### config.mk
export PLATFORM = sky130hd
export DESIGN_NAME = fwl_top
export DESIGN_NICKNAME = d
export VERILOG_FILES = /design/src/design/fwl_pkg.sv /design/src/design/fwl_top.sv /design/src/design/fwl_mem.sv /design/src/design/fwl_sync.sv
export SDC_FILE = /design/constraint.sdc
export NUM_CORES = 1
export LEC_CHECK = 0
export CAP_MARGIN = 40
export CORE_UTILIZATION = 41
export CTS_BUF_LIST = sky130_fd_sc_hd__clkbuf_16
export CTS_CLUSTER_DIAMETER = 30
export DETAILED_ROUTE_END_ITERATION = 12
export DONT_BUFFER_PORTS = 1
export PLACE_DENSITY = 0.68
export SLEW_MARGIN = 20
export SYNTH_ARGS = -nofsm -noshare
export SYNTH_HDL_FRONTEND = slang
export SYNTH_SLANG_ARGS = --single-unit
### constraint.sdc
create_clock -name I_CLK -period 1.6 [get_ports I_CLK]
set_clock_uncertainty 0.1 [all_clocks]
set_input_delay 0.08 -clock I_CLK [delete_from_list [all_inputs] [get_ports I_CLK]]
set_output_delay 0.08 -clock I_CLK [all_outputs]
set_load 0.02 [all_outputs]
### src/design/fwl_pkg.sv
package fwl_pkg;
  // ==========================================================================
  // register map, byte addresses on the APB
  localparam logic [7:0] REG_PSC    = 8'h00;  // program_store_control
  localparam logic [7:0] REG_KEY    = 8'h04;  // flash_key_register
  localparam logic [7:0] REG_STATUS = 8'h08;
  localparam logic [7:0] REG_IRQ    = 8'h0C;  // sticky events, write one to clear
  localparam logic [7:0] REG_MASK   = 8'h10;
  // ==========================================================================
  // field positions
  localparam int PSC_WE  = 0;   // flash_write_enable
  localparam int PSC_EE  = 1;   // flash_erase_enable
  localparam int ST_BUSY = 0;
  localparam int ST_UNLK = 1;
  localparam int ST_DIS  = 2;
  localparam int EV_DONE = 0;
  localparam int EV_LOCK = 1;
  localparam int EV_FERR = 2;
  localparam int EV_W    = 3;
  // ==========================================================================
  // key codes, erased value, timing
  localparam logic [7:0] KEY_FIRST  = 8'hA5;
  localparam logic [7:0] KEY_SECOND = 8'hF1;
  localparam logic [7:0] ERASED     = 8'hFF;
  localparam int WRITE_TIME_US = 60;
  localparam int ERASE_TIME_US = 400;
  localparam int CLK_MHZ       = 10;
  localparam int WRITE_CYC     = WRITE_TIME_US * CLK_MHZ;
  localparam int ERASE_CYC     = ERASE_TIME_US * CLK_MHZ;
  localparam int CNT_W         = 13;
  localparam int ADDR_W        = 13;
  localparam int PAGE_W        = 9;
  localparam int DBG_CMD_W     = 2;
  localparam logic [1:0] DBG_WRITE = 2'h1;
  localparam logic [1:0] DBG_ERASE = 2'h2;
  // ==========================================================================
  typedef enum logic [3:0] {
    LK_WAIT1 = 4'b0001,
    LK_WAIT2 = 4'b0010,
    LK_OPEN  = 4'b0100,
    LK_DEAD  = 4'b1000
  } fwl_lock_t;
  typedef enum logic [3:0] {
    OP_IDLE  = 4'b0001,
    OP_WRITE = 4'b0010,
    OP_ERASE = 4'b0100,
    OP_DONE  = 4'b1000
  } fwl_op_t;
endpackage

### src/design/fwl_top.sv
// Contract
// - write enable redirects external moves to flash
// - write enable cleared only by software
// - keys first then second before operation
// - key spacing does not matter
// - wrong or misordered key locks until reset
// - operation before unlock locks until reset
// - lock rearms after each external operation; debug operations leave it as it is
// - supply monitor off gives flash error reset; the debug path skips this check and runs its operation
// - write clears bits only, erase sets 0xFF
// - operations timed by hardware
// - core stalled during operation
// - write plus erase enable erases page
// - interrupts held pending during operation
// - debug port also programs flash
//
// The register offsets and register access over APB are this design's own decisions.
module fwl_top
  import fwl_pkg::*;
#(
  parameter int WRITE_CYCLES = fwl_pkg::WRITE_CYC,
  parameter int ERASE_CYCLES = fwl_pkg::ERASE_CYC
) (
  input  wire logic                          I_CLK,
  input  wire logic                          I_NRST,
  input  wire logic                          I_PSEL,
  input  wire logic                          I_PENABLE,
  input  wire logic                          I_PWRITE,
  input  wire logic [7:0]                    I_PADDR,
  input  wire logic [31:0]                   I_PWDATA,
  output logic      [31:0]                   O_PRDATA,
  output logic                               O_PREADY,
  output logic                               O_PSLVERR,
  input  wire logic                          I_XWR,
  input  wire logic [fwl_pkg::ADDR_W-1:0]    I_XADDR,
  input  wire logic [7:0]                    I_XDATA,
  input  wire logic                          I_VMON_EN,
  input  wire logic                          I_VMON_RST_EN,
  input  wire logic                          I_DBG_REQ,
  input  wire logic [fwl_pkg::DBG_CMD_W-1:0] I_DBG_CMD,
  input  wire logic [fwl_pkg::ADDR_W-1:0]    I_DBG_ADDR,
  input  wire logic [7:0]                    I_DBG_DATA,
  output logic                               O_DBG_DONE,
  output logic                               O_STALL,
  output logic                               O_IRQ_HOLD,
  output logic                               O_FERR_RST,
  output logic                               O_XWR_RAM,
  output logic                               O_IRQ
);
  import fwl_pkg::*;

  // ==========================================================================
  // state
  typedef struct packed {
    logic                we;
    logic                ee;
    fwl_lock_t           lock;
    fwl_op_t             op;
    logic [CNT_W-1:0]    cnt;
    logic [ADDR_W-1:0]   addr;
    logic [7:0]          data;
    logic                dbg;
    logic                dbg_arm;
    logic                dbg_done;
    logic                ferr;
    logic [EV_W-1:0]     irq;
    logic [EV_W-1:0]     mask;
    logic [31:0]         prdata;
  } fwl_state_t;

  fwl_state_t r;
  fwl_state_t next_r;

  logic       vmon_en;
  logic       vmon_rst;
  logic       dbg_req;
  logic [7:0] rdata;
  logic       mem_we;
  logic [ADDR_W-1:0] mem_addr;
  logic [7:0] mem_wdata;

  // supply monitor flags and debug request come from other domains
  fwl_sync u_sync_ven (
    .I_CLK  (I_CLK),
    .I_NRST (I_NRST),
    .i_d    (I_VMON_EN),
    .o_q    (vmon_en)
  );

  fwl_sync u_sync_vrs (
    .I_CLK  (I_CLK),
    .I_NRST (I_NRST),
    .i_d    (I_VMON_RST_EN),
    .o_q    (vmon_rst)
  );

  // debug command, address and data are held stable while the request stands
  fwl_sync u_sync_dbg (
    .I_CLK  (I_CLK),
    .I_NRST (I_NRST),
    .i_d    (I_DBG_REQ),
    .o_q    (dbg_req)
  );

  fwl_mem #(.AW(ADDR_W)) u_mem (
    .I_CLK   (I_CLK),
    .i_we    (mem_we),
    .i_addr  (mem_addr),
    .i_wdata (mem_wdata),
    .o_rdata (rdata)
  );

  // ==========================================================================
  // apb decode, zero wait states
  logic apb_wr;
  logic apb_rd;
  logic busy;
  logic sw_req;
  logic [EV_W-1:0] ev;
  logic page_last;

  assign apb_wr    = I_PSEL && I_PENABLE && I_PWRITE;
  assign apb_rd    = I_PSEL && !I_PENABLE && !I_PWRITE;
  assign busy      = (r.op != OP_IDLE);
  assign sw_req    = I_XWR && r.we && !busy;
  assign page_last = (r.cnt[PAGE_W-1:0] == {PAGE_W{1'b1}});

  always_comb begin
    next_r    = r;
    ev        = '0;
    mem_we    = 1'b0;
    mem_addr  = r.addr;
    mem_wdata = r.data & rdata;
    next_r.dbg_done = 1'b0;

    // a held debug request starts one operation only; the synchronised
    // request lags the done pulse, so it must be seen low before rearming
    if (!dbg_req) begin
      next_r.dbg_arm = 1'b1;
    end

    // ------------------------------------------------------------------------
    // register writes
    if (apb_wr) begin
      unique case (I_PADDR)
        REG_PSC: begin
          next_r.we = I_PWDATA[PSC_WE];
          next_r.ee = I_PWDATA[PSC_EE];
        end
        REG_KEY: begin
          unique case (r.lock)
            LK_WAIT1: next_r.lock = (I_PWDATA[7:0] == KEY_FIRST) ? LK_WAIT2 : LK_DEAD;
            LK_WAIT2: next_r.lock = (I_PWDATA[7:0] == KEY_SECOND) ? LK_OPEN : LK_DEAD;
            LK_OPEN:  next_r.lock = LK_DEAD;
            LK_DEAD:  next_r.lock = LK_DEAD;
          endcase
          if (next_r.lock == LK_DEAD && r.lock != LK_DEAD) begin
            ev[EV_LOCK] = 1'b1;
          end
        end
        REG_MASK: next_r.mask = I_PWDATA[EV_W-1:0];
        default: ;
      endcase
    end

    // ------------------------------------------------------------------------
    // start of an operation
    if (r.op == OP_IDLE) begin
      if (sw_req) begin
        if (!vmon_en || !vmon_rst) begin
          next_r.ferr = 1'b1;
          ev[EV_FERR] = 1'b1;
        end else if (r.lock != LK_OPEN) begin
          if (r.lock != LK_DEAD) begin
            ev[EV_LOCK] = 1'b1;
          end
          next_r.lock = LK_DEAD;
        end else begin
          next_r.addr = I_XADDR;
          next_r.data = I_XDATA;
          next_r.dbg  = 1'b0;
          next_r.cnt  = '0;
          next_r.op   = r.ee ? OP_ERASE : OP_WRITE;
        end
      end else if (dbg_req && r.dbg_arm) begin
        // debug path bypasses the key lock, sole route for blank parts
        next_r.dbg_arm = 1'b0;
        next_r.addr = I_DBG_ADDR;
        next_r.data = I_DBG_DATA;
        next_r.dbg  = 1'b1;
        next_r.cnt  = '0;
        next_r.op   = (I_DBG_CMD == DBG_ERASE) ? OP_ERASE : OP_WRITE;
      end
    end

    // ------------------------------------------------------------------------
    // timed operation; a write touches the array in its last cycle, an erase in its first 2**PAGE_W cycles
    unique case (r.op)
      OP_IDLE: ;
      OP_WRITE: begin
        next_r.cnt = r.cnt + 1'b1;
        if (r.cnt == CNT_W'(WRITE_CYCLES - 1)) begin
          mem_we    = 1'b1;
          next_r.op = OP_DONE;
        end
      end
      OP_ERASE: begin
        next_r.cnt = r.cnt + 1'b1;
        mem_addr   = {r.addr[ADDR_W-1:PAGE_W], r.cnt[PAGE_W-1:0]};
        if (r.cnt < CNT_W'(2 ** PAGE_W)) begin
          mem_we    = 1'b1;
          mem_wdata = ERASED;
        end
        if (r.cnt == CNT_W'(ERASE_CYCLES - 1)) begin
          next_r.op = OP_DONE;
        end
      end
      OP_DONE: begin
        next_r.op = OP_IDLE;
        ev[EV_DONE] = 1'b1;
        next_r.dbg_done = r.dbg;
        if (!r.dbg && r.lock == LK_OPEN) begin
          next_r.lock = LK_WAIT1;
        end
      end
    endcase

    // ------------------------------------------------------------------------
    // sticky events: set beats write-one-to-clear
    if (apb_wr && I_PADDR == REG_IRQ) begin
      next_r.irq = r.irq & ~I_PWDATA[EV_W-1:0];
    end
    next_r.irq = next_r.irq | ev;

    // ------------------------------------------------------------------------
    if (apb_rd) begin
      unique case (I_PADDR)
        REG_PSC:    next_r.prdata = {30'h0, r.ee, r.we};
        REG_STATUS: next_r.prdata = {29'h0, r.lock == LK_DEAD, r.lock == LK_OPEN, busy};
        REG_IRQ:    next_r.prdata = {29'h0, r.irq};
        REG_MASK:   next_r.prdata = {29'h0, r.mask};
        default:    next_r.prdata = 32'h0;
      endcase
    end
  end

  always_ff @(posedge I_CLK or negedge I_NRST) begin
    if (!I_NRST) begin
      r <= '{we:       1'b0,
             ee:       1'b0,
             lock:     LK_WAIT1,
             op:       OP_IDLE,
             cnt:      '0,
             addr:     '0,
             data:     8'hFF,
             dbg:      1'b0,
             dbg_arm:  1'b0,
             dbg_done: 1'b0,
             ferr:     1'b0,
             irq:      '0,
             mask:     '0,
             prdata:   32'h0};
    end else begin
      r <= next_r;
    end
  end

  // ==========================================================================
  // outputs
  assign O_PRDATA   = r.prdata;
  assign O_PREADY   = 1'b1;
  assign O_PSLVERR  = 1'b0;
  assign O_STALL    = busy;
  assign O_IRQ_HOLD = busy;
  assign O_FERR_RST = r.ferr;
  assign O_DBG_DONE = r.dbg_done;
  assign O_XWR_RAM  = I_XWR && !r.we;
  assign O_IRQ      = |(r.irq & r.mask);
endmodule

### src/design/fwl_mem.sv
module fwl_mem #(
  parameter int AW = 13
) (
  input  wire logic          I_CLK,
  input  wire logic          i_we,
  input  wire logic [AW-1:0] i_addr,
  input  wire logic [7:0]    i_wdata,
  output logic      [7:0]    o_rdata
);
  // ==========================================================================
  // flash array model: plain storage, read data registered
  logic [7:0] mem [2**AW];
  always_ff @(posedge I_CLK) begin
    if (i_we) begin
      mem[i_addr] <= i_wdata;
    end
    o_rdata <= mem[i_addr];
  end
endmodule

### src/design/fwl_sync.sv
module fwl_sync (
  input  wire logic I_CLK,
  input  wire logic I_NRST,
  input  wire logic i_d,
  output logic      o_q
);
  // ==========================================================================
  logic meta;
  always_ff @(posedge I_CLK or negedge I_NRST) begin
    if (!I_NRST) begin
      meta <= 1'b0;
      o_q  <= 1'b0;
    end else begin
      meta <= i_d;
      o_q  <= meta;
    end
  end
endmodule

# After elaboration in Yosys (flattened, before gate mapping)
# Cells that the tools add are included.
dict set report word_totals {
  inputBits 93
  ff_bits 92
  output_inout_bits 40
  word_cells 118
}
dict set report op_classes {
  bitwise 4
  reduce_logical 31
  n_eq_ne 25
  mux 37
  n_addsub 1
}
# cell n
set ops {}
lappend ops {{$mux 39} 2}
lappend ops {{$mux 4} 12}
lappend ops {{$mux 44} 1}
lappend ops {{$mux 43} 1}
lappend ops {{$mux 40} 1}
lappend ops {{$pmux 4 s3} 2}
lappend ops {{$eq 8x4->1 const B} 2}
lappend ops {{$eq 8x8->1 const B} 2}
lappend ops {{$add 13x1->13 const B} 1}
lappend ops {{$eq 13x10->1 const B} 1}
lappend ops {{$eq 13x12->1 const B} 1}
lappend ops {{$mux 13} 1}
lappend ops {{$eq 4x4->1 const B} 3}
lappend ops {{$pmux 3 s4} 1}
lappend ops {{$logic_and 1x1->1} 11}
lappend ops {{$mux 1} 11}
lappend ops {{$mux 3} 3}
lappend ops {{$eq 4x1->1 const B} 2}
lappend ops {{$eq 4x2->1 const B} 2}
lappend ops {{$eq 4x3->1 const B} 2}
lappend ops {{$eq 8x3->1 const B} 1}
lappend ops {{$eq 8x5->1 const B} 1}
lappend ops {{$logic_not 8->1} 1}
lappend ops {{$reduce_and 4->1} 2}
lappend ops {{other kinds (18)} 31}

# Longest topological paths before layout
dict set report depth {
  ltp_word 16
  mapped_depth 5
  depth_no_buf 5
}

# Cells and area by module
# A second synthesis with hierarchy kept.
dict set report unflattened {
  hier_cells 257
  area_unflattened_um2 2519.9
}
# module area_per_inst_um2 seq_area_each_um2 cells_per_inst n_inst
set by_module_without_submodules {}
lappend by_module_without_submodules {fwl_top 2369.8 903.4 251 1}
lappend by_module_without_submodules {fwl_sync 50.0 50.0 2 3}

# Worst setup path after synthesis
# Ideal clock, no wire load.
dict set report synth_path {
  path_type {register to register}
  startpoint {register r[77] in the netlist's numbering}
  endpoint {register r[64] in the netlist's numbering}
  path_stages_with_launch 6
  t_arrival_ns 1.493
  slack_ns -0.126
  required_time_ns 1.366
  n_path_buf 1
  cell_sequence {dfrtp_1 buf_2 nor4b_4 inv_2 nor2_1 o21ai_0}
}
dict set report synth_via {
  elab_chain_len 6
  elab_cells_between_ends 15
  classes_between {eq/ne: 6; mux: 3; reduce/logical: 6}
}
# element line_no
set synth_rtl {}
lappend synth_rtl {{from (decl)} fwl_top.sv:71} ;# fwl_state_t r;
lappend synth_rtl {{from (signal assigned)} fwl_top.sv:249} ;# r <= '{we: 1'b0,
lappend synth_rtl {{from (signal assigned)} fwl_top.sv:264} ;# r <= next_r;
lappend synth_rtl {{$ne 4x1->1 *} fwl_top.sv:124} ;# assign busy = (r.op != OP_IDLE);
lappend synth_rtl {{named net O_IRQ_HOLD} fwl_top.sv:45} ;# output logic O_IRQ_HOLD,
lappend synth_rtl {{$logic_not 1->1 *} fwl_top.sv:125} ;# assign sw_req = I_XWR && r.we && !busy;
lappend synth_rtl {{$logic_and 1x1->1 *} fwl_top.sv:125}
lappend synth_rtl {{$mux 39} fwl_top.sv:169} ;# if (sw_req) begin
lappend synth_rtl {{$mux 44} fwl_top.sv:168} ;# if (r.op == OP_IDLE) begin
lappend synth_rtl {{$mux 13} -}
# Mark *: on every way through the listed nets, which the timed path passes. The rest lies on a longest branch. The select of a mux whose other input is x is not followed.
# A chain may end at the register's enable or synchronous reset.

==> summary.txt <==
Yosys
  • Post-synthesis sequential area ratio: 0.417
  • Syn. warnings: 0
  • Post-synthesis register bit count: 42
  • Synth top area share: 0.396
  • Count of cell types in the netlist: 69
  • Top FF cell, synth: dfrtp_1
  • Count leader, synth: dfrtp_1
  • Synth area leader: dfrtp_1
  • FFs w/ async S/R, synth: 1.00
  • Post-Syn Instances: 260
  • Dominant cells by area after synthesis: dfrtp_1 (40%), buf_4 (10%), nand2_1 (3.9%)
  • Post-synth top cells: dfrtp_1 (40), buf_4 (35), nand2_1 (26), nor2_1 (12), nand3_1 (11)
  • Synthesized cell area: about 2500 um2
  • Synthesized area per cell: about 10 um2
  • Post-synth EDFFs: 0

Finish
  • Layout cells sized above 1: 0.328
  • Final Util: 0.570
  • Final non-filler cell total: 383
  • Sequential cell area: 1060 um2
  • P&R area growth vs syn: 33.5%
  • Ant. Diodes: 0
  • Final Cell Area: 3370 um2
  • Nets: roughly 400
  • Layout fillers: about 500
  • Area of the multi-input gates: 1550 um2

Worst setup path
  • Worst r2r src: r[81]$_DFF_PN0_
  • Crit path cell chain: or4b_4 > and3_4 > o31ai_4 > a31oi_1
  • CP Capture Type: flip-flop
  • Setup slack, reg-to-reg: -0.09 ns
  • Worst path arrival time: 1.76 ns
  • R2R Path End: r[83]$_DFF_PN0_
  • Crit start category: flip-flop
  • Worst reg2reg path depth: 4
  • Worst Path Required: 1.67 ns
  • Critical path startpoint: r[81]$_DFF_PN0_
  • Critical path's slowest cell: or4b_4
  • Crit-path max FO: 5
  • Crit Path Category: flip-flop to flip-flop
  • CP peak stage delay: 0.58 ns

Detailed routing
  • Final ANT Viol Nets: 0
  • First-pass iteration count of the detailed router: 4
  • DRC Markers: 0
  • Vias per inst: around 5.5
  • Vias: 2,110
  • Initial DRC Count: 141
  • Routed length per instance: 16.5 um
  • Total routed wirelength: 6330 um

Worst hold path
  • End of the worst hold path: O_PRDATA[2]$_DFFE_PN0P_
  • Hold Crit Start: I_PADDR[7]
  • Hold WC Path Type: input pin to flip-flop
  • Worst Hold Path Cells: 3

Timing
  • Slew Limit Fails: 0
  • RSZ-0062 raised after global routing: yes
  • Finish-stage setup viols: 9
  • Min cycle time layout: 1.69 ns
  • Final worst-path cycle share: 1.06
  • Hold WS: -0.0253 ns
  • Setup TNS: -0.234 ns
  • Fmax: between 500 and 600 MHz
  • Final setup margin: -0.0939 ns
  • Final Hold Viols: 4

Clock tree
  • Insertion delay to the later sink of the worst-skew pair: around 0.29 ns
  • # clock sinks: 42
  • CTS H-tree depth: 2
  • Reg clk slew, reported paths: 0.06 ns
  • Clock buffer depth: 2
  • Root Buffer: clkbuf_16
  • TritonCTS Buffers: 5
  • CTS tree: built

Global routing
  • GR Util All Layers: 0.192
  • Initial antenna violation count: 0
  • Total grt overflow: 0
  • Largest net degree at the start of global routing: 43
  • Vias in the first global route: about 1,900
  • Global-route wire length before repair: roughly 9400 um

Power
  • Pwr Density: ~720 nW/um2
  • Worst vdd ir: 0.000474 V
  • Leak pwr: 1.43 nW
  • Total Power: roughly 2.4 mW

Placed design
  • I/O Buffers: 0
  • HPWL after DPL: 4000 um
  • DP Worst Slack: -0.127 ns
  • Placed insts: between 300 and 400
  • Final GP Congestion: 0.884
  • Area after DPL: 2700 um2

Floorplanning
  • Die X: around 81 um
  • Initial core utilization: 0.427
  • Die height: just over 80 um
  • Core box area: just under 6000 um2
  • Die area: 6480 um2
  • Ports: 133
  • Placement Rows: 28

Run status
  • Failing checks: hold timing, setup timing
  • Outcome: complete, but fails checks

Job
  • Max cap viols: 0
layout by cell type (no fill, tap or decap), types with 3 or more instances in the layout:
cell / n
dfrtp_1: 34
conb_1: 31
nand2_1: 25
buf_4: 25
dlygate4sd3_1: 13
nand3_1: 10
buf_6: 9
nor2_1: 8
nand4_1: 7
o21ai_1: 7
a21oi_1: 6
mux2_2: 6
dfrtp_2: 6
clkbuf_16: 5
inv_1: 4
nor4b_1: 3
nor2_4: 3
and3_1: 3
a31oi_1: 3
o31ai_1: 3
per-layer routing:
layer / global-route usage / up-vias / wire length, um
met5: 0 / - / 0
met1: 0.269 / 1040 / 2940
met3: 0.0614 / 8 / 306
li1: - / 996 / -
met2: 0.272 / 66 / 2990
met4: 0.0696 / 0 / 97
worst max-delay path, delay by kind of cell (launching register included):
family	cells	cell delay [ns]
simple gates	2	0.78
flops	1	0.44
compound gates	2	0.25
report_power, final:
| group | internal (mW) | switching, mW |
|---|---|---|
| Combinational | 0.0559 | 0.122 |
| Clock | 0.739 | 0.436 |
| Sequential | 1.07 | 0.00816 |
cells by family (layout without fill, tap and decap cells):
family	after synthesis	count (layout)	synth area share
other	2	31	0.00297
buffers and inverters	44	63	0.118
and+or+nand+nor	103	103	0.251
DFF	42	42	0.417
adders and majority gates	1	1	0.00495
AOI/OAI and AO/OA	51	51	0.138
xor gates and xnor gates	7	7	0.0243
muxes	10	10	0.0436
timing repair:
item                                    4_1_cts  5_1_grt
setup buffers                                 3        6
hold endpoints to repair                     56        2
gates resized for setup                      20       47
endpoints found under the setup margin       24       25
pin swaps                                     6       27
hold buffers                                 13        1
area by class of cell:
class,count,area share
flip-flops and latches,42,0.314
repair buffers,50,0.141
multi-input cells,203,0.459
clock inverters,3,0.0130
well taps,75,0.0278
inverters,5,0.00779
clock buffers,5,0.0371
worst max path at each step:
stage | to | slack [ns] | cells after the start
3_3_place_gp | r[77]$_DFF_PN0_ | -0.12 | 5
4_1_cts | r[82]$_DFF_PN0_ | -0.06 | 5
2_1_floorplan | r[73]$_DFFE_PN0P_ | -0.02 | 4
6_report | r[83]$_DFF_PN0_ | -0.09 | 4
5_1_grt | r[83]$_DFF_PN0_ | -0.14 | 4
3_5_place_dp | r[77]$_DFF_PN0_ | -0.13 | 5
registers in the layout (all words and copies together) (netlist names):
| signal | flops |
|---|---|
| u_sync_vrs.o_q | 1 |
| O_PRDATA | 3 |
| u_sync_ven.o_q | 1 |
| u_sync_vrs.meta | 1 |
| u_sync_dbg.o_q | 1 |
| O_DBG_DONE | 1 |
| O_FERR_RST | 1 |
| u_sync_dbg.meta | 1 |
| r | 31 |
| u_sync_ven.meta | 1 |
Note: power is estimated with default switching activity, not from simulation.
